[src/asp_pkg.sv]
package asp_pkg;

    // ==========================================
    // register map (index; byte addr = 4*index)
    localparam int         FIFO_DEPTH = 3;
    localparam logic [7:0] IDX_CTRL   = 8'h98;
    localparam logic [7:0] IDX_DATA   = 8'h99;
    localparam logic [7:0] IDX_FMT    = 8'hA9;
    localparam logic [7:0] IDX_BGC    = 8'hAB;
    localparam logic [7:0] IDX_RLL    = 8'hAC;
    localparam logic [7:0] IDX_RLH    = 8'hAD;
    localparam logic [7:0] BGC_MASK   = 8'h43;

    // ==========================================
    // fields and codes
    localparam logic [1:0]  PS_12    = 2'h0;
    localparam logic [1:0]  PS_4     = 2'h1;
    localparam logic [1:0]  PS_48    = 2'h2;
    localparam logic [1:0]  PS_1     = 2'h3;
    localparam logic [5:0]  DIV_12   = 6'h0C;
    localparam logic [5:0]  DIV_4    = 6'h04;
    localparam logic [5:0]  DIV_48   = 6'h30;
    localparam logic [5:0]  DIV_1    = 6'h01;
    localparam logic [15:0] TMR_TOP  = 16'hFFFF;
    localparam logic [1:0]  PT_ODD   = 2'h0;
    localparam logic [1:0]  PT_EVEN  = 2'h1;
    localparam logic [1:0]  PT_MARK  = 2'h2;
    localparam logic [1:0]  PT_SPACE = 2'h3;
    localparam logic [1:0]  DLEN_5   = 2'h0;
    localparam logic [2:0]  LAST_5   = 3'h4;
    localparam logic [2:0]  HALF_1   = 3'h2;
    localparam logic [2:0]  HALF_15  = 3'h3;
    localparam logic [2:0]  HALF_2   = 3'h4;

    typedef struct packed {
        logic ovr; logic perr; logic thre; logic ren;
        logic tbx; logic rbx;  logic ti;   logic ri;
    } asp_ctrl_s;
    typedef struct packed {
        logic mce; logic [1:0] ptype; logic pe;
        logic [1:0] dlen; logic xbe; logic sbl;
    } asp_fmt_s;
    typedef struct packed {
        logic rsv7; logic run; logic [3:0] rsv; logic [1:0] ps;
    } asp_bgc_s;

    localparam asp_ctrl_s CTRL_RST = 8'h20;
    localparam asp_fmt_s  FMT_RST  = 8'h0C;

    typedef enum logic [4:0] {
        TX_IDLE = 5'h01, TX_START = 5'h02, TX_DATA = 5'h04,
        TX_XBIT = 5'h08, TX_STOP = 5'h10
    } asp_tx_e;
    typedef enum logic [4:0] {
        RX_IDLE = 5'h01, RX_START = 5'h02, RX_DATA = 5'h04,
        RX_XBIT = 5'h08, RX_STOP = 5'h10
    } asp_rx_e;

    // ==========================================
    // carriers and state
    typedef struct packed {
        logic cyc; logic stb; logic we; logic [3:0] sel;
        logic [9:0] adr; logic [31:0] dat;
    } asp_wb_req_s;
    typedef struct packed {
        logic ack; logic [31:0] dat;
    } asp_wb_rsp_s;
    typedef struct packed {
        logic run; logic [1:0] ps; logic [15:0] reload;
    } asp_baud_cfg_s;
    typedef struct packed {
        logic [5:0] pcnt; logic [15:0] tmr; logic tick;
    } asp_baud_st_s;
    typedef struct packed {
        asp_ctrl_s ctrl; asp_fmt_s fmt; asp_bgc_s bgc;
        logic [15:0] rl; logic ack; logic [7:0] rdat;
        logic [7:0] hold; logic hold_full;
        asp_tx_e txst; logic [7:0] txsh; logic txx;
        logic txhalf; logic [2:0] txcnt; logic txout;
        logic rxs1; logic rxs2; logic rxs3;
        asp_rx_e rxst; logic rxhalf; logic [2:0] rxcnt;
        logic [7:0] rxsh; logic rxx; logic rxstop1; logic rxbad;
        logic [FIFO_DEPTH-1:0][8:0] mem;
        logic [1:0] rd; logic [1:0] wr; logic [1:0] cnt;
    } asp_state_s;

endpackage : asp_pkg

[src/asp_serial_port.sv]
// Operation
// - baud timer is 16 bits, prescaled by 1, 4, 12 or 48
// - timer counts up from reload and reloads on wrap to zero
// - bit rate is clock/(65536-reload)/2/prescale
// - no transmit or receive while the baud generator is off
// - frame: low start, data LSB first, extra bit, high stops
// - data length five to eight bits
// - parity odd, even, mark or space, made and checked
// - parity disables extra bit; two stops only for 6-8 bits
// - data write fills holding register, clears holding-empty
// - transmit-done set at start of stop bit time
// - extra bit without parity sends transmit extra-bit control
// - receiver accepts frames only with receive enable set
// - store byte only if FIFO not full and stops high
// - byte arriving at full FIFO is lost, overrun flag set
// - storing sets receive-done; multiprocessor needs extra bit one
// - data read returns oldest byte and frees its entry
// - clearing receive-done ignored while more bytes wait
// - done flags clear only by software write
// - received extra-bit status: extra bit or first stop bit
// - parity failure sets sticky parity error flag
//
// Design decision made here: the Wishbone interface to the registers.
module asp_serial_port (
    input  wire logic          sys_clk,      // 125 MHz clock
    input  wire logic          reset,        // sync reset
    input  asp_pkg::asp_wb_req_s wb_req,     // wishbone request
    output asp_pkg::asp_wb_rsp_s wb_rsp,     // wishbone answer
    input  wire logic          receive_pin,  // serial in
    output logic               transmit_pin, // serial out
    output logic               serial_event  // done flag level
);
    localparam asp_pkg::asp_state_s ST_RST = '{
        ctrl: asp_pkg::CTRL_RST, fmt: asp_pkg::FMT_RST,
        bgc: '0, rl: '0, ack: 1'b0, rdat: '0, hold: '0,
        hold_full: 1'b0, txst: asp_pkg::TX_IDLE, txsh: '0,
        txx: 1'b0, txhalf: 1'b0, txcnt: '0, txout: 1'b1,
        rxs1: 1'b1, rxs2: 1'b1, rxs3: 1'b1,
        rxst: asp_pkg::RX_IDLE, rxhalf: 1'b0, rxcnt: '0,
        rxsh: '0, rxx: 1'b0, rxstop1: 1'b0, rxbad: 1'b0,
        mem: '0, rd: '0, wr: '0, cnt: '0};
    localparam logic [1:0] FULL = 2'(asp_pkg::FIFO_DEPTH);
    localparam logic [1:0] PLAST = 2'(asp_pkg::FIFO_DEPTH - 1);
    localparam logic [7:0] IDX_CTRL_R = asp_pkg::IDX_CTRL;

    asp_pkg::asp_state_s    s;
    asp_pkg::asp_state_s    n;
    asp_pkg::asp_baud_cfg_s bcfg;
    asp_pkg::asp_ctrl_s     rd_ctrl;
    asp_pkg::asp_ctrl_s     wd;
    logic       tx_tick;
    logic       rx_tick;
    logic       rx_restart;
    logic       req;
    logic       acc;
    logic       wr;
    logic       rd;
    logic [7:0] idx;
    logic       xbe_e;
    logic [2:0] last;
    logic [2:0] halves;
    logic       go_stop;
    logic       ti_set;
    logic       done;
    logic       ok;
    logic       rx_xb;
    logic       push;
    logic       pop;
    logic [8:0] head;

    function automatic logic par_bit(logic [7:0] d, logic [1:0] pt,
                                     logic [2:0] lst);
        logic [7:0] m;
        logic       x;
        m = 8'hFF >> (3'h7 - lst);
        x = ^(d & m);
        unique case (pt)
            asp_pkg::PT_ODD:   par_bit = ~x;
            asp_pkg::PT_EVEN:  par_bit = x;
            asp_pkg::PT_MARK:  par_bit = 1'b1;
            asp_pkg::PT_SPACE: par_bit = 1'b0;
        endcase
    endfunction : par_bit

    function automatic logic [1:0] inc_ptr(logic [1:0] p);
        inc_ptr = (p == PLAST) ? 2'h0 : 2'(p + 2'h1);
    endfunction : inc_ptr

    // ==========================================
    // baud generators; receive copy realigns
    assign bcfg = '{run: s.bgc.run, ps: s.bgc.ps, reload: s.rl};

    asp_baud_gen u_tx_baud (
        .sys_clk (sys_clk),
        .reset   (reset),
        .cfg     (bcfg),
        .restart (1'b0),
        .tick    (tx_tick)
    );

    asp_baud_gen u_rx_baud (
        .sys_clk (sys_clk),
        .reset   (reset),
        .cfg     (bcfg),
        .restart (rx_restart),
        .tick    (rx_tick)
    );

    // ==========================================
    // next state
    always_comb
    begin
        n = s;
        xbe_e = s.fmt.xbe & ~s.fmt.pe;
        last = 3'(asp_pkg::LAST_5 + {1'b0, s.fmt.dlen});
        if (!s.fmt.sbl)
            halves = asp_pkg::HALF_1;
        else if (s.fmt.dlen == asp_pkg::DLEN_5)
            halves = asp_pkg::HALF_15;
        else
            halves = asp_pkg::HALF_2;
        head = s.mem[s.rd];
        go_stop = 1'b0;
        ti_set = 1'b0;
        done = 1'b0;
        ok = 1'b0;
        rx_xb = 1'b0;
        push = 1'b0;

        // transmit
        if (tx_tick && s.bgc.run)
        begin
            unique case (s.txst)
                asp_pkg::TX_IDLE:
                    if (s.hold_full)
                    begin
                        n.txst = asp_pkg::TX_START;
                        n.txsh = s.hold;
                        n.txx = s.fmt.pe ?
                            par_bit(s.hold, s.fmt.ptype, last) :
                            s.ctrl.tbx;
                        n.hold_full = 1'b0;
                        n.ctrl.thre = 1'b1;
                        n.txhalf = 1'b0;
                        n.txout = 1'b0;
                    end
                asp_pkg::TX_STOP:
                begin
                    n.txcnt = 3'(s.txcnt - 3'h1);
                    if (s.txcnt == 3'h1)
                        n.txst = asp_pkg::TX_IDLE;
                end
                asp_pkg::TX_START, asp_pkg::TX_DATA, asp_pkg::TX_XBIT:
                begin
                    n.txhalf = ~s.txhalf;
                    if (s.txhalf)
                    begin
                        if (s.txst == asp_pkg::TX_START)
                        begin
                            n.txst = asp_pkg::TX_DATA;
                            n.txcnt = 3'h0;
                            n.txout = s.txsh[0];
                        end
                        else if (s.txst == asp_pkg::TX_XBIT)
                            go_stop = 1'b1;
                        else if (s.txcnt != last)
                        begin
                            n.txcnt = 3'(s.txcnt + 3'h1);
                            n.txsh = s.txsh >> 1;
                            n.txout = s.txsh[1];
                        end
                        else if (s.fmt.pe | xbe_e)
                        begin
                            n.txst = asp_pkg::TX_XBIT;
                            n.txout = s.txx;
                        end
                        else
                            go_stop = 1'b1;
                    end
                end
                default:
                    n.txst = asp_pkg::TX_IDLE;
            endcase
        end
        if (go_stop)
        begin
            n.txst = asp_pkg::TX_STOP;
            n.txout = 1'b1;
            n.txcnt = halves;
            ti_set = 1'b1;
        end

        // receive
        n.rxs1 = receive_pin;
        n.rxs2 = s.rxs1;
        n.rxs3 = s.rxs2;
        rx_restart = s.rxst == asp_pkg::RX_IDLE && s.ctrl.ren &&
                     s.bgc.run && s.rxs3 && !s.rxs2;
        if (rx_restart)
        begin
            n.rxst = asp_pkg::RX_START;
            n.rxhalf = 1'b0;
            n.rxbad = 1'b0;
            n.rxsh = '0;
        end
        else if (rx_tick && s.bgc.run && s.rxst != asp_pkg::RX_IDLE)
        begin
            n.rxhalf = ~s.rxhalf;
            if (!s.rxhalf)
            begin
                unique case (s.rxst)
                    asp_pkg::RX_START:
                        if (s.rxs2)
                            n.rxst = asp_pkg::RX_IDLE;
                        else
                        begin
                            n.rxst = asp_pkg::RX_DATA;
                            n.rxcnt = 3'h0;
                        end
                    asp_pkg::RX_DATA:
                    begin
                        n.rxsh[s.rxcnt] = s.rxs2;
                        n.rxcnt = 3'(s.rxcnt + 3'h1);
                        if (s.rxcnt == last)
                        begin
                            n.rxcnt = 3'h0;
                            n.rxst = (s.fmt.pe | xbe_e) ?
                                asp_pkg::RX_XBIT : asp_pkg::RX_STOP;
                        end
                    end
                    asp_pkg::RX_XBIT:
                    begin
                        n.rxx = s.rxs2;
                        n.rxst = asp_pkg::RX_STOP;
                    end
                    asp_pkg::RX_STOP:
                    begin
                        if (s.rxcnt == 3'h0)
                            n.rxstop1 = s.rxs2;
                        if (!s.rxs2)
                            n.rxbad = 1'b1;
                        if (s.fmt.sbl && s.fmt.dlen != asp_pkg::DLEN_5
                            && s.rxcnt == 3'h0)
                            n.rxcnt = 3'h1;
                        else
                        begin
                            done = 1'b1;
                            n.rxst = asp_pkg::RX_IDLE;
                        end
                    end
                    default:
                        n.rxst = asp_pkg::RX_IDLE;
                endcase
            end
        end
        ok = done && !s.rxbad && s.rxs2;
        rx_xb = xbe_e ? s.rxx :
                (s.rxcnt == 3'h0 ? s.rxs2 : s.rxstop1);

        // bus slave
        req = wb_req.cyc & wb_req.stb;
        acc = req & s.ack;
        wr = acc & wb_req.we & wb_req.sel[0];
        rd = acc & ~wb_req.we;
        idx = wb_req.adr[9:2];
        wd = wb_req.dat[7:0];
        n.ack = req & ~s.ack;
        rd_ctrl = s.ctrl;
        rd_ctrl.rbx = head[8];
        n.rdat = 8'h00;
        if (req & ~s.ack)
        begin
            case (idx)
                IDX_CTRL_R: n.rdat = rd_ctrl;
                asp_pkg::IDX_DATA: n.rdat = head[7:0];
                asp_pkg::IDX_FMT:  n.rdat = s.fmt;
                asp_pkg::IDX_BGC:  n.rdat = s.bgc;
                asp_pkg::IDX_RLL:  n.rdat = s.rl[7:0];
                asp_pkg::IDX_RLH:  n.rdat = s.rl[15:8];
                default:           n.rdat = 8'h00;
            endcase
        end
        if (wr)
        begin
            case (idx)
                IDX_CTRL_R:
                begin
                    n.ctrl.ovr = wd.ovr;
                    n.ctrl.perr = wd.perr;
                    n.ctrl.ren = wd.ren;
                    n.ctrl.tbx = wd.tbx;
                    n.ctrl.ti = wd.ti;
                    if (wd.ri || s.cnt <= 2'h1)
                        n.ctrl.ri = wd.ri;
                end
                asp_pkg::IDX_DATA:
                begin
                    n.hold = wb_req.dat[7:0];
                    n.hold_full = 1'b1;
                    n.ctrl.thre = 1'b0;
                end
                asp_pkg::IDX_FMT: n.fmt = wb_req.dat[7:0];
                asp_pkg::IDX_BGC:
                    n.bgc = wb_req.dat[7:0] & asp_pkg::BGC_MASK;
                asp_pkg::IDX_RLL: n.rl[7:0] = wb_req.dat[7:0];
                asp_pkg::IDX_RLH: n.rl[15:8] = wb_req.dat[7:0];
                default: ;
            endcase
        end

        // fifo and event flags, set wins
        pop = rd && idx == asp_pkg::IDX_DATA && s.cnt != 2'h0;
        if (pop)
            n.rd = inc_ptr(s.rd);
        if (ok && s.cnt == FULL)
            n.ctrl.ovr = 1'b1;
        else if (ok)
        begin
            push = 1'b1;
            n.mem[s.wr] = {rx_xb, s.rxsh};
            n.wr = inc_ptr(s.wr);
            if (!s.fmt.mce || rx_xb)
                n.ctrl.ri = 1'b1;
            if (s.fmt.pe &&
                s.rxx != par_bit(s.rxsh, s.fmt.ptype, last))
                n.ctrl.perr = 1'b1;
        end
        n.cnt = 2'(s.cnt + {1'b0, push} - {1'b0, pop});
        if (ti_set)
            n.ctrl.ti = 1'b1;
    end

    always_ff @(posedge sys_clk)
    begin
        if (reset)
            s <= ST_RST;
        else
            s <= n;
    end

    assign transmit_pin = s.txout;
    assign serial_event = s.ctrl.ti | s.ctrl.ri;
    assign wb_rsp = '{ack: s.ack, dat: {24'h000000, s.rdat}};
endmodule : asp_serial_port

[src/asp_baud_gen.sv]
module asp_baud_gen (
    input  wire logic           sys_clk, // system clock
    input  wire logic           reset,   // sync reset
    input  asp_pkg::asp_baud_cfg_s cfg,  // run, prescale, reload
    input  wire logic           restart, // realign timer
    output logic                tick     // half-bit pulse
);
    asp_pkg::asp_baud_st_s st_r;
    asp_pkg::asp_baud_st_s st_nxt;
    logic [5:0]            pdiv;
    logic                  pre_tick;

    // ==========================================
    // prescaler and reload timer
    always_comb
    begin
        unique case (cfg.ps)
            asp_pkg::PS_12: pdiv = asp_pkg::DIV_12;
            asp_pkg::PS_4:  pdiv = asp_pkg::DIV_4;
            asp_pkg::PS_48: pdiv = asp_pkg::DIV_48;
            asp_pkg::PS_1:  pdiv = asp_pkg::DIV_1;
        endcase
        pre_tick = st_r.pcnt == 6'(pdiv - 6'h01);
        st_nxt = st_r;
        st_nxt.tick = 1'b0;
        if (!cfg.run || restart)
        begin
            st_nxt.pcnt = '0;
            st_nxt.tmr = cfg.reload;
        end
        else if (pre_tick)
        begin
            st_nxt.pcnt = '0;
            if (st_r.tmr == asp_pkg::TMR_TOP)
            begin
                st_nxt.tmr = cfg.reload;
                st_nxt.tick = 1'b1;
            end
            else
                st_nxt.tmr = 16'(st_r.tmr + 16'h0001);
        end
        else
            st_nxt.pcnt = 6'(st_r.pcnt + 6'h01);
    end

    always_ff @(posedge sys_clk)
    begin
        if (reset)
            st_r <= '0;
        else
            st_r <= st_nxt;
    end

    assign tick = st_r.tick;
endmodule : asp_baud_gen

[config.mk]
export PLATFORM = sky130hd
export DESIGN_NAME = asp_serial_port
export DESIGN_NICKNAME = d
export VERILOG_FILES = /design/src/asp_pkg.sv /design/src/asp_serial_port.sv /design/src/asp_baud_gen.sv
export SDC_FILE = /design/constraint.sdc
export NUM_CORES = 1
export LEC_CHECK = 0
export ABC_AREA = 1
export ABC_CLOCK_PERIOD_IN_PS = 6000
export BUFFER_PORTS_ARGS = -buffer_cell sky130_fd_sc_hd__buf_2
export CORE_ASPECT_RATIO = 0.5
export CORE_MARGIN = 4
export CORE_UTILIZATION = 59
export CTS_CLUSTER_SIZE = 40
export DETAILED_ROUTE_END_ITERATION = 10
export PLACE_DENSITY = 0.82
export SLEW_MARGIN = 20
export SYNTH_ARGS = -nofsm -noshare
export SYNTH_HDL_FRONTEND = slang
export SYNTH_SLANG_ARGS = --single-unit
[constraint.sdc]
create_clock -name sys_clk -period 6 [get_ports sys_clk]
set_input_delay 1.2 -clock sys_clk [delete_from_list [all_inputs] [get_ports sys_clk]]
set_output_delay 1.2 -clock sys_clk [all_outputs]
set_load 0.01 [all_outputs]
==> flow_metrics.py, run 1 <==
metrics = {
    "logic_synthesis": {
        "syn_area_per_cell_sq_um": 6.755,
        "synth_xor_area_share_pct": 3.386,
        "synth_area_sq_um": 9572,
        "synthMuxAreaShare_pct": 0,
        "yosys.area_share.simple_pct": 28.05,
        "synth_cells": 1417,
        "synth_top_area_share_pct": 36.18,
        "ys_seq_elements": 173,
        "synth-edff-count": 0,
        "yosys_warnings": 0,
        "ys_top_cells_by_count": "nand2_1 (278), inv_1 (201), dfxtp_1 (173), nor2_1 (155), a21oi_1 (115)",
        "ys.flop_type": "dfxtp_1",
        "async_flop_share_pct": 0,
        "synth_area_leaders": "dfxtp_1 (36%), nand2_1 (11%), inv_1 (7.9%)",
        "synth_compound_area_share_pct": 17.80,
        "ys_types": 46,
        "synthAdderAreaFrac_pct": 1.438,
        "synth_top_family_by_area": "simple AND/OR/NAND/NOR gates",
        "ys_seq_area_share_pct": 36.18,
        "yosys.cell_count.top_type": "nand2_1",
        "yosysTopAreaCell": "dfxtp_1",
    },
    "clock_network": {
        "cts.sinks": 173,
        "cts_tree": "yes",
        "cts_buffers": 17,
        "h-tree-depth": 4,
        "cts_resized": 0,
        "clock_latency_ns": 0.44,
        "clk_pin_slew_ns": 0.07,
        "cts_hold_buf": 0,
        "cts-root-buf": "clkbuf_16",
        "cts_buffer_depth": 2,
        "cts_setup_buffers": 0,
    },
    "sta": {
        "tns_ns": 0,
        "min_period_ns": 3.059,
        "setup_viol_count_final": 0,
        "rsz0062_at_grt": "no",
        "layout_setup_ws_ns": 2.941,
        "fin_skew_ns": 0.01247,
        "finalHoldViolations": 0,
        "fin_crit_sh_pct": 50.98,
        "relSlewSlack_pct": 33.75,
        "tightestPinTransition_ns": 0.9901,
        "clock.fmax_ghz": 0.3269,
        "drv_slew": 0,
    },
    "layout": {
        "nNetsFinal": 1488,
        "fin_cells": 1659,
        "diodes": 0,
        "drive_above_1_share_pct": 8.623,
        "area_growth_pct": 7.987,
        "fillers": 1307,
        "final_util_pct": 66.02,
    },
    "drt": {
        "viasPerCell": 5.682,
        "routedWlPerCell_um": 15.48,
        "dr.pass1.iters": 6,
        "drt_iter0_markers": 1061,
        "routed_wl_um": 25670,
        "ant_nets": 0,
        "vias": 9426,
        "drcViolationCount": 0,
    },
    "worst_setup_path": {
        "r2r.worst_path.cells": 7,
        "reg2reg_from": "bcfg[18]",
        "crit_arrival_ns": 3.42,
        "regToRegSetupSlack_ns": 3.21,
        "cp_max_fo": 10,
        "cp-end-kind": "flip-flop",
        "crit_type": "in -> reg",
        "path_cells": "buf_2 > inv_1 > nand2_1 > nor3_2 > nand2_1 > inv_2 > nand2_1 > inv_1 > ha_1 > inv_1 > ha_1 > xor2_1 > o21ai_0 > a21oi_1",
        "r2r-end": "u_rx_baud.st_r[20]",
        "cp-start-kind": "input port",
        "critical_path.max_stage_delay_ns": 0.37,
        "slowest_stage": "nor3_2",
        "worstPathRequired_ns": 6.36,
    },
    "die": {
        "start_util_pct": 61.14,
        "die_w_um": 188.1,
        "pin_count": 87,
        "die_h_um": 98.07,
        "num_rows": 32,
        "die_area_sq_um": 18450,
        "core-area_sq_um": 15660,
    },
    "min_path": {
        "worst_hold_path_type": "reg -> reg",
        "min-delay-start": "n[54]",
        "whs_endpoint": "n[53]",
        "holdPathStages": 1,
    },
    "power_and_ir_drop": {
        "power.leakage_nw": 4.353,
        "powerDensity_nw_per_um2": 232.1,
        "vdd_drop_max_v": 0.0002225,
    },
    "grt": {
        "overflow": 0,
        "grt_pass1_vias": 8569,
        "grt_max_degree": 61,
        "grt_antenna_before_repair": 0,
        "track_usage_pct": 27.56,
        "grt_pass1_wl_um": 41990,
    },
    "status": {
        "status": "finished, final reports clean",
    },
    "job": {
        "maxCapViolCount": 0,
    },
    "placed_design": {
        "post-place-cells": 1627,
        "port_buffers": 33,
        "dp_slack_ns": 2.711,
        "hpwlAfterDp_um": 17780,
        "place_congestion": 0.9415,
    },
}
==> power by group <==
part | switching, mW | leakage (nW) | internal [mW] | total, mW
logic | 0.0452 | 2.66 | 0.0135 | 0.0587
registers | 0.00120 | 1.39 | 1.15 | 1.15
clock network | 0.513 | 0.301 | 0.677 | 1.19
total | 0.560 | 4.35 | 1.84 | 2.40
==> layout make-up <==
type | count | area (sq um) | area share, %
clock buffers | 19 | 442.9 | 4.285
clock inverters | 13 | 175.2 | 1.695
inverters | 219 | 828.3 | 8.014
multi-input cells | 978 | 4950 | 47.89
flip-flops and latches | 173 | 3463 | 33.51
well taps | 221 | 276.5 | 2.675
repair buffers | 36 | 200.2 | 1.937
==> cells by family after synthesis <==
family,after synthesis
xor+xnor,37
flops,173
other cells,1
buf+inv,289
compound gates,314
fa+ha+maj,11
simple gates,592
==> layout by cell type (no fill, tap or decap), types with 6 or more instances in the layout <==
cell type  count
dfxtp_1      173
a21oi_1      115
buf_2         33
nor3_1        22
xnor2_1        9
a31oi_1       15
nand2_2        6
ha_1          11
nand3_1       57
inv_1        201
o22ai_1       36
o21ai_0      114
nor2_1       155
o21ai_1       10
or2_2          7
inv_2         13
o211ai_1      12
xor2_1        28
nand4_1       37
inv_6          6
nand2_1      278
conb_1        24
clkbuf_16     17
==> worst max path at each step <==
stage               startpoint    to
floorplan           wb_req[40]  s[1]
finish              wb_req[40]  s[1]
global placement    wb_req[40]  s[1]
CTS                 wb_req[40]  s[1]
global route        wb_req[40]  s[1]
detailed placement  wb_req[40]  s[1]
==> routing by layer <==
metal  track usage, %  vias up  part of all wire (%)
met2            46.73      465                    46
met3            5.107       53                   9.1
met1            36.05     4325                    42
li1                 -     4583                     -
met4            8.399        0                   2.3
met5                0        -                     0
==> stage by stage <==
stage	cell area (sq um)	total power [mW]	hold WS, ns
after floorplan	9658	1.223	0.3895
after global placement	9709	1.232	0.4112
after detailed placement	9709	1.233	0.4064
after CTS	10330	2.399	0.4249
after global routing	10340	2.461	0.4467
final	10340	2.399	0.4222
==> sequential cells by signal (all words and copies together), names as in the netlist, 2 cells and up <==
name            cells
s                  89
bcfg               19
n                   2
wb_rsp              9
u_tx_baud.st_r     22
rd_ctrl             7
u_rx_baud.st_r     22
==> worst max-delay path, delay by kind of cell <==
kind / cells / cell delay [ns]
simple gates: 4 / 0.72
xor+xnor: 1 / 0.23
compound gates: 2 / 0.31
fa+ha+maj: 2 / 0.41
buf+inv: 5 / 0.54
No activity file was read; power rests on OpenSTA's default activity.
==> run 2: changes to the inputs <==
Settings changed: ABC_CLOCK_PERIOD_IN_PS 6000 to 2600, CORE_UTILIZATION 59 to 54, PLACE_DENSITY 0.82 to 0.79.
Clock period 6 ns to 2.6 ns, I/O delays scaled along.
==> run 2 against run 1 <==
Non-clock buffer count is 13 higher. Flip-flop and latch count stayed put. Setup slack worse by 2.8 ns. Clock power is 110% higher. Largest power group is now sequential cells.
==> flow_metrics.py, run 2 (synthesis results as in run 1) <==
metrics = {
    "status": {
        "status": "finished, final reports clean",
    },
    "worst_setup_path": {
        "path_cells": "inv_1 > nand2_1 > nor3_2 > nor2_2 > nand2_1 > inv_1 > o211ai_1 > a31oi_1",
        "critical_path.startpoint": "n[53]",
        "cp-end-kind": "flip-flop",
        "crit_type": "reg -> reg",
        "cp-start-kind": "flip-flop",
        "slowest_stage": "dfxtp_1",
        "worst-path-buf-inv": 2,
        "worstPathRequired_ns": 2.96,
        "cp_max_fo": 12,
        "critical_path.max_stage_delay_ns": 0.55,
        "crit_family": "simple AND/OR/NAND/NOR gates",
        "reg2reg_from": "n[53]",
        "crit_arrival_ns": 2.82,
    },
    "clock_network": {
        "clk_pin_slew_ns": 0.07,
        "cts_buffer_depth": 2,
        "cts_hold_buf": 0,
        "cts_buffers": 17,
        "cts_tree": "yes",
        "cts_setup_buffers": 0,
        "cts_resized": 0,
        "clock_latency_ns": 0.44,
        "h-tree-depth": 4,
        "cts-root-buf": "clkbuf_16",
        "cts.sinks": 173,
    },
    "grt": {
        "grt_pass1_wl_um": 41540,
        "grt_max_degree": 43,
        "grt_antenna_before_repair": 0,
        "overflow": 0,
        "grt_pass1_vias": 8600,
        "track_usage_pct": 25.25,
    },
    "placed_design": {
        "dp_slack_ns": 0.2946,
        "port_buffers": 33,
        "hpwlAfterDp_um": 18240,
        "place_congestion": 0.9302,
    },
    "die": {
        "pin_count": 87,
        "start_util_pct": 55.01,
        "core-area_sq_um": 17400,
        "die_area_sq_um": 20050,
        "die_w_um": 196.3,
        "die_h_um": 102.1,
        "num_rows": 34,
    },
    "layout": {
        "layout_commonest_cell": "nand2_1",
        "drive_above_1_share_pct": 9.442,
        "diodes": 0,
        "reg_top3": "s x89, u_rx_baud.st_r x22, u_tx_baud.st_r x22",
        "largest_register": "s",
        "mostFrequentLayoutCells": "nand2_1 (278), inv_1 (201), dfxtp_1 (173)",
        "fillers": 1598,
        "area_growth_pct": 8.497,
        "largest_reg_flops": 89,
        "nNetsFinal": 1501,
    },
    "sta": {
        "drv_slew": 0,
        "finalHoldViolations": 0,
        "fin_skew_ns": 0.01037,
        "clock.fmax_ghz": 0.4067,
        "rsz0062_at_grt": "no",
        "relSlewSlack_pct": 55.67,
        "tns_ns": 0,
        "setup_viol_count_final": 0,
        "tightestPinTransition_ns": 0.6625,
        "min_period_ns": 2.459,
        "fin_crit_sh_pct": 94.57,
        "layout_setup_ws_ns": 0.1412,
    },
    "power_and_ir_drop": {
        "p_int_mw": 4.023,
        "powerDensity_nw_per_um2": 511.6,
        "p_comb_share_pct": 2.6,
        "clkPwrFrac_pct": 47.5,
        "vdd_drop_max_v": 0.0004614,
        "p_sw_mw": 1.289,
        "power.leakage_nw": 4.381,
        "switching_share_pct": 24.27,
        "p_seq_share_pct": 49.9,
    },
    "drt": {
        "drt_iter0_markers": 970,
        "ant_nets": 0,
        "dr.pass1.iters": 6,
        "drcViolationCount": 0,
        "wl_met2_um": 12090,
        "wl_met3_um": 1940,
        "routed_wl_um": 25680,
        "routedWlPerCell_um": 15.24,
        "viasPerCell": 5.658,
        "topRoutingLayerUsed": "met4",
        "wl_met1_um": 11180,
        "vias": 9533,
    },
    "min_path": {
        "min-delay-start": "receive_pin",
        "worst_hold_path_type": "in -> reg",
    },
    "job": {
        "maxCapViolCount": 0,
    },
}
run 2: changes by cell type in the layout (fill, tap and decap cells not counted), sizes merged:
cell      before  now
buf           36   49
bufinv         3    1
clkinv         7    9
clkbuf        19   18
clkinvlp       1    2
run 2: area by class of cell:
class / instances / area, sq um / share of cell area (%)
Clock inverter: 14 / 132.6 / 1.277
Timing Repair Buffer: 49 / 297.8 / 2.867
Clock buffer: 18 / 429.2 / 4.133
Multi-Input combinational cell: 978 / 4941 / 47.58
Tap cell: 234 / 292.8 / 2.819
Sequential cell: 173 / 3463 / 33.35
Inverter: 219 / 828.3 / 7.976
run 2: per-layer routing:
metal	up-vias	GRT usage (%)
li1	4600	-
met1	4464	33.12
met2	417	43.75
met3	52	4.513
met4	0	6.649
met5	-	0
run 2: stage by stage:
| step | hold WS, ns | util (%) | cells | power, mW | instance area [sq um] |
|---|---|---|---|---|---|
| 6_report | 0.2848 | 59.69 | 1685 | 5.313 | 10390 |
| 5_1_grt | 0.3027 | 59.69 | 1685 | 5.447 | 10390 |
| 4_1_cts | 0.2926 | 59.69 | 1685 | 5.306 | 10390 |
| 3_5_place_dp | 0.4020 | 56.46 | 1653 | 2.848 | 9823 |
| 3_3_place_gp | 0.4045 | 56.46 | 1653 | 2.846 | 9823 |
| 2_1_floorplan | 0.3895 | - | 1440 | 2.822 | 9658 |
run 2: worst reg2reg max path: stages (launching register included):
cell and delay (ns):
dfxtp_1 0.55, inv_1 0.17, nand2_1 0.11, nor3_2 0.08, nor2_2 0.35, nand2_1 0.41, inv_1 0.39, o211ai_1 0.16
a31oi_1 0.16
run 2: path summary, 6_finish.rpt:
| kind | slack [ns] | end | depth (start not counted) |
|---|---|---|---|
| worst min-delay path | 0.28 | n[54] | 2 |
| worst max register to register | 0.14 | u_rx_baud.st_r[10] | 8 |
| worst max-delay path | 0.14 | u_rx_baud.st_r[10] | 8 |
| worst min register to register | 0.42 | n[53] | 1 |
run 2: power by group through the flow:
stage               Combinational [mW]  Clock [mW]  Sequential [mW]
floorplan                        0.109           0             2.71
global placement                 0.132           0             2.71
detailed placement               0.134           0             2.71
CTS                              0.134        2.52             2.65
global route                     0.150        2.64             2.65
finish                           0.137        2.52             2.65
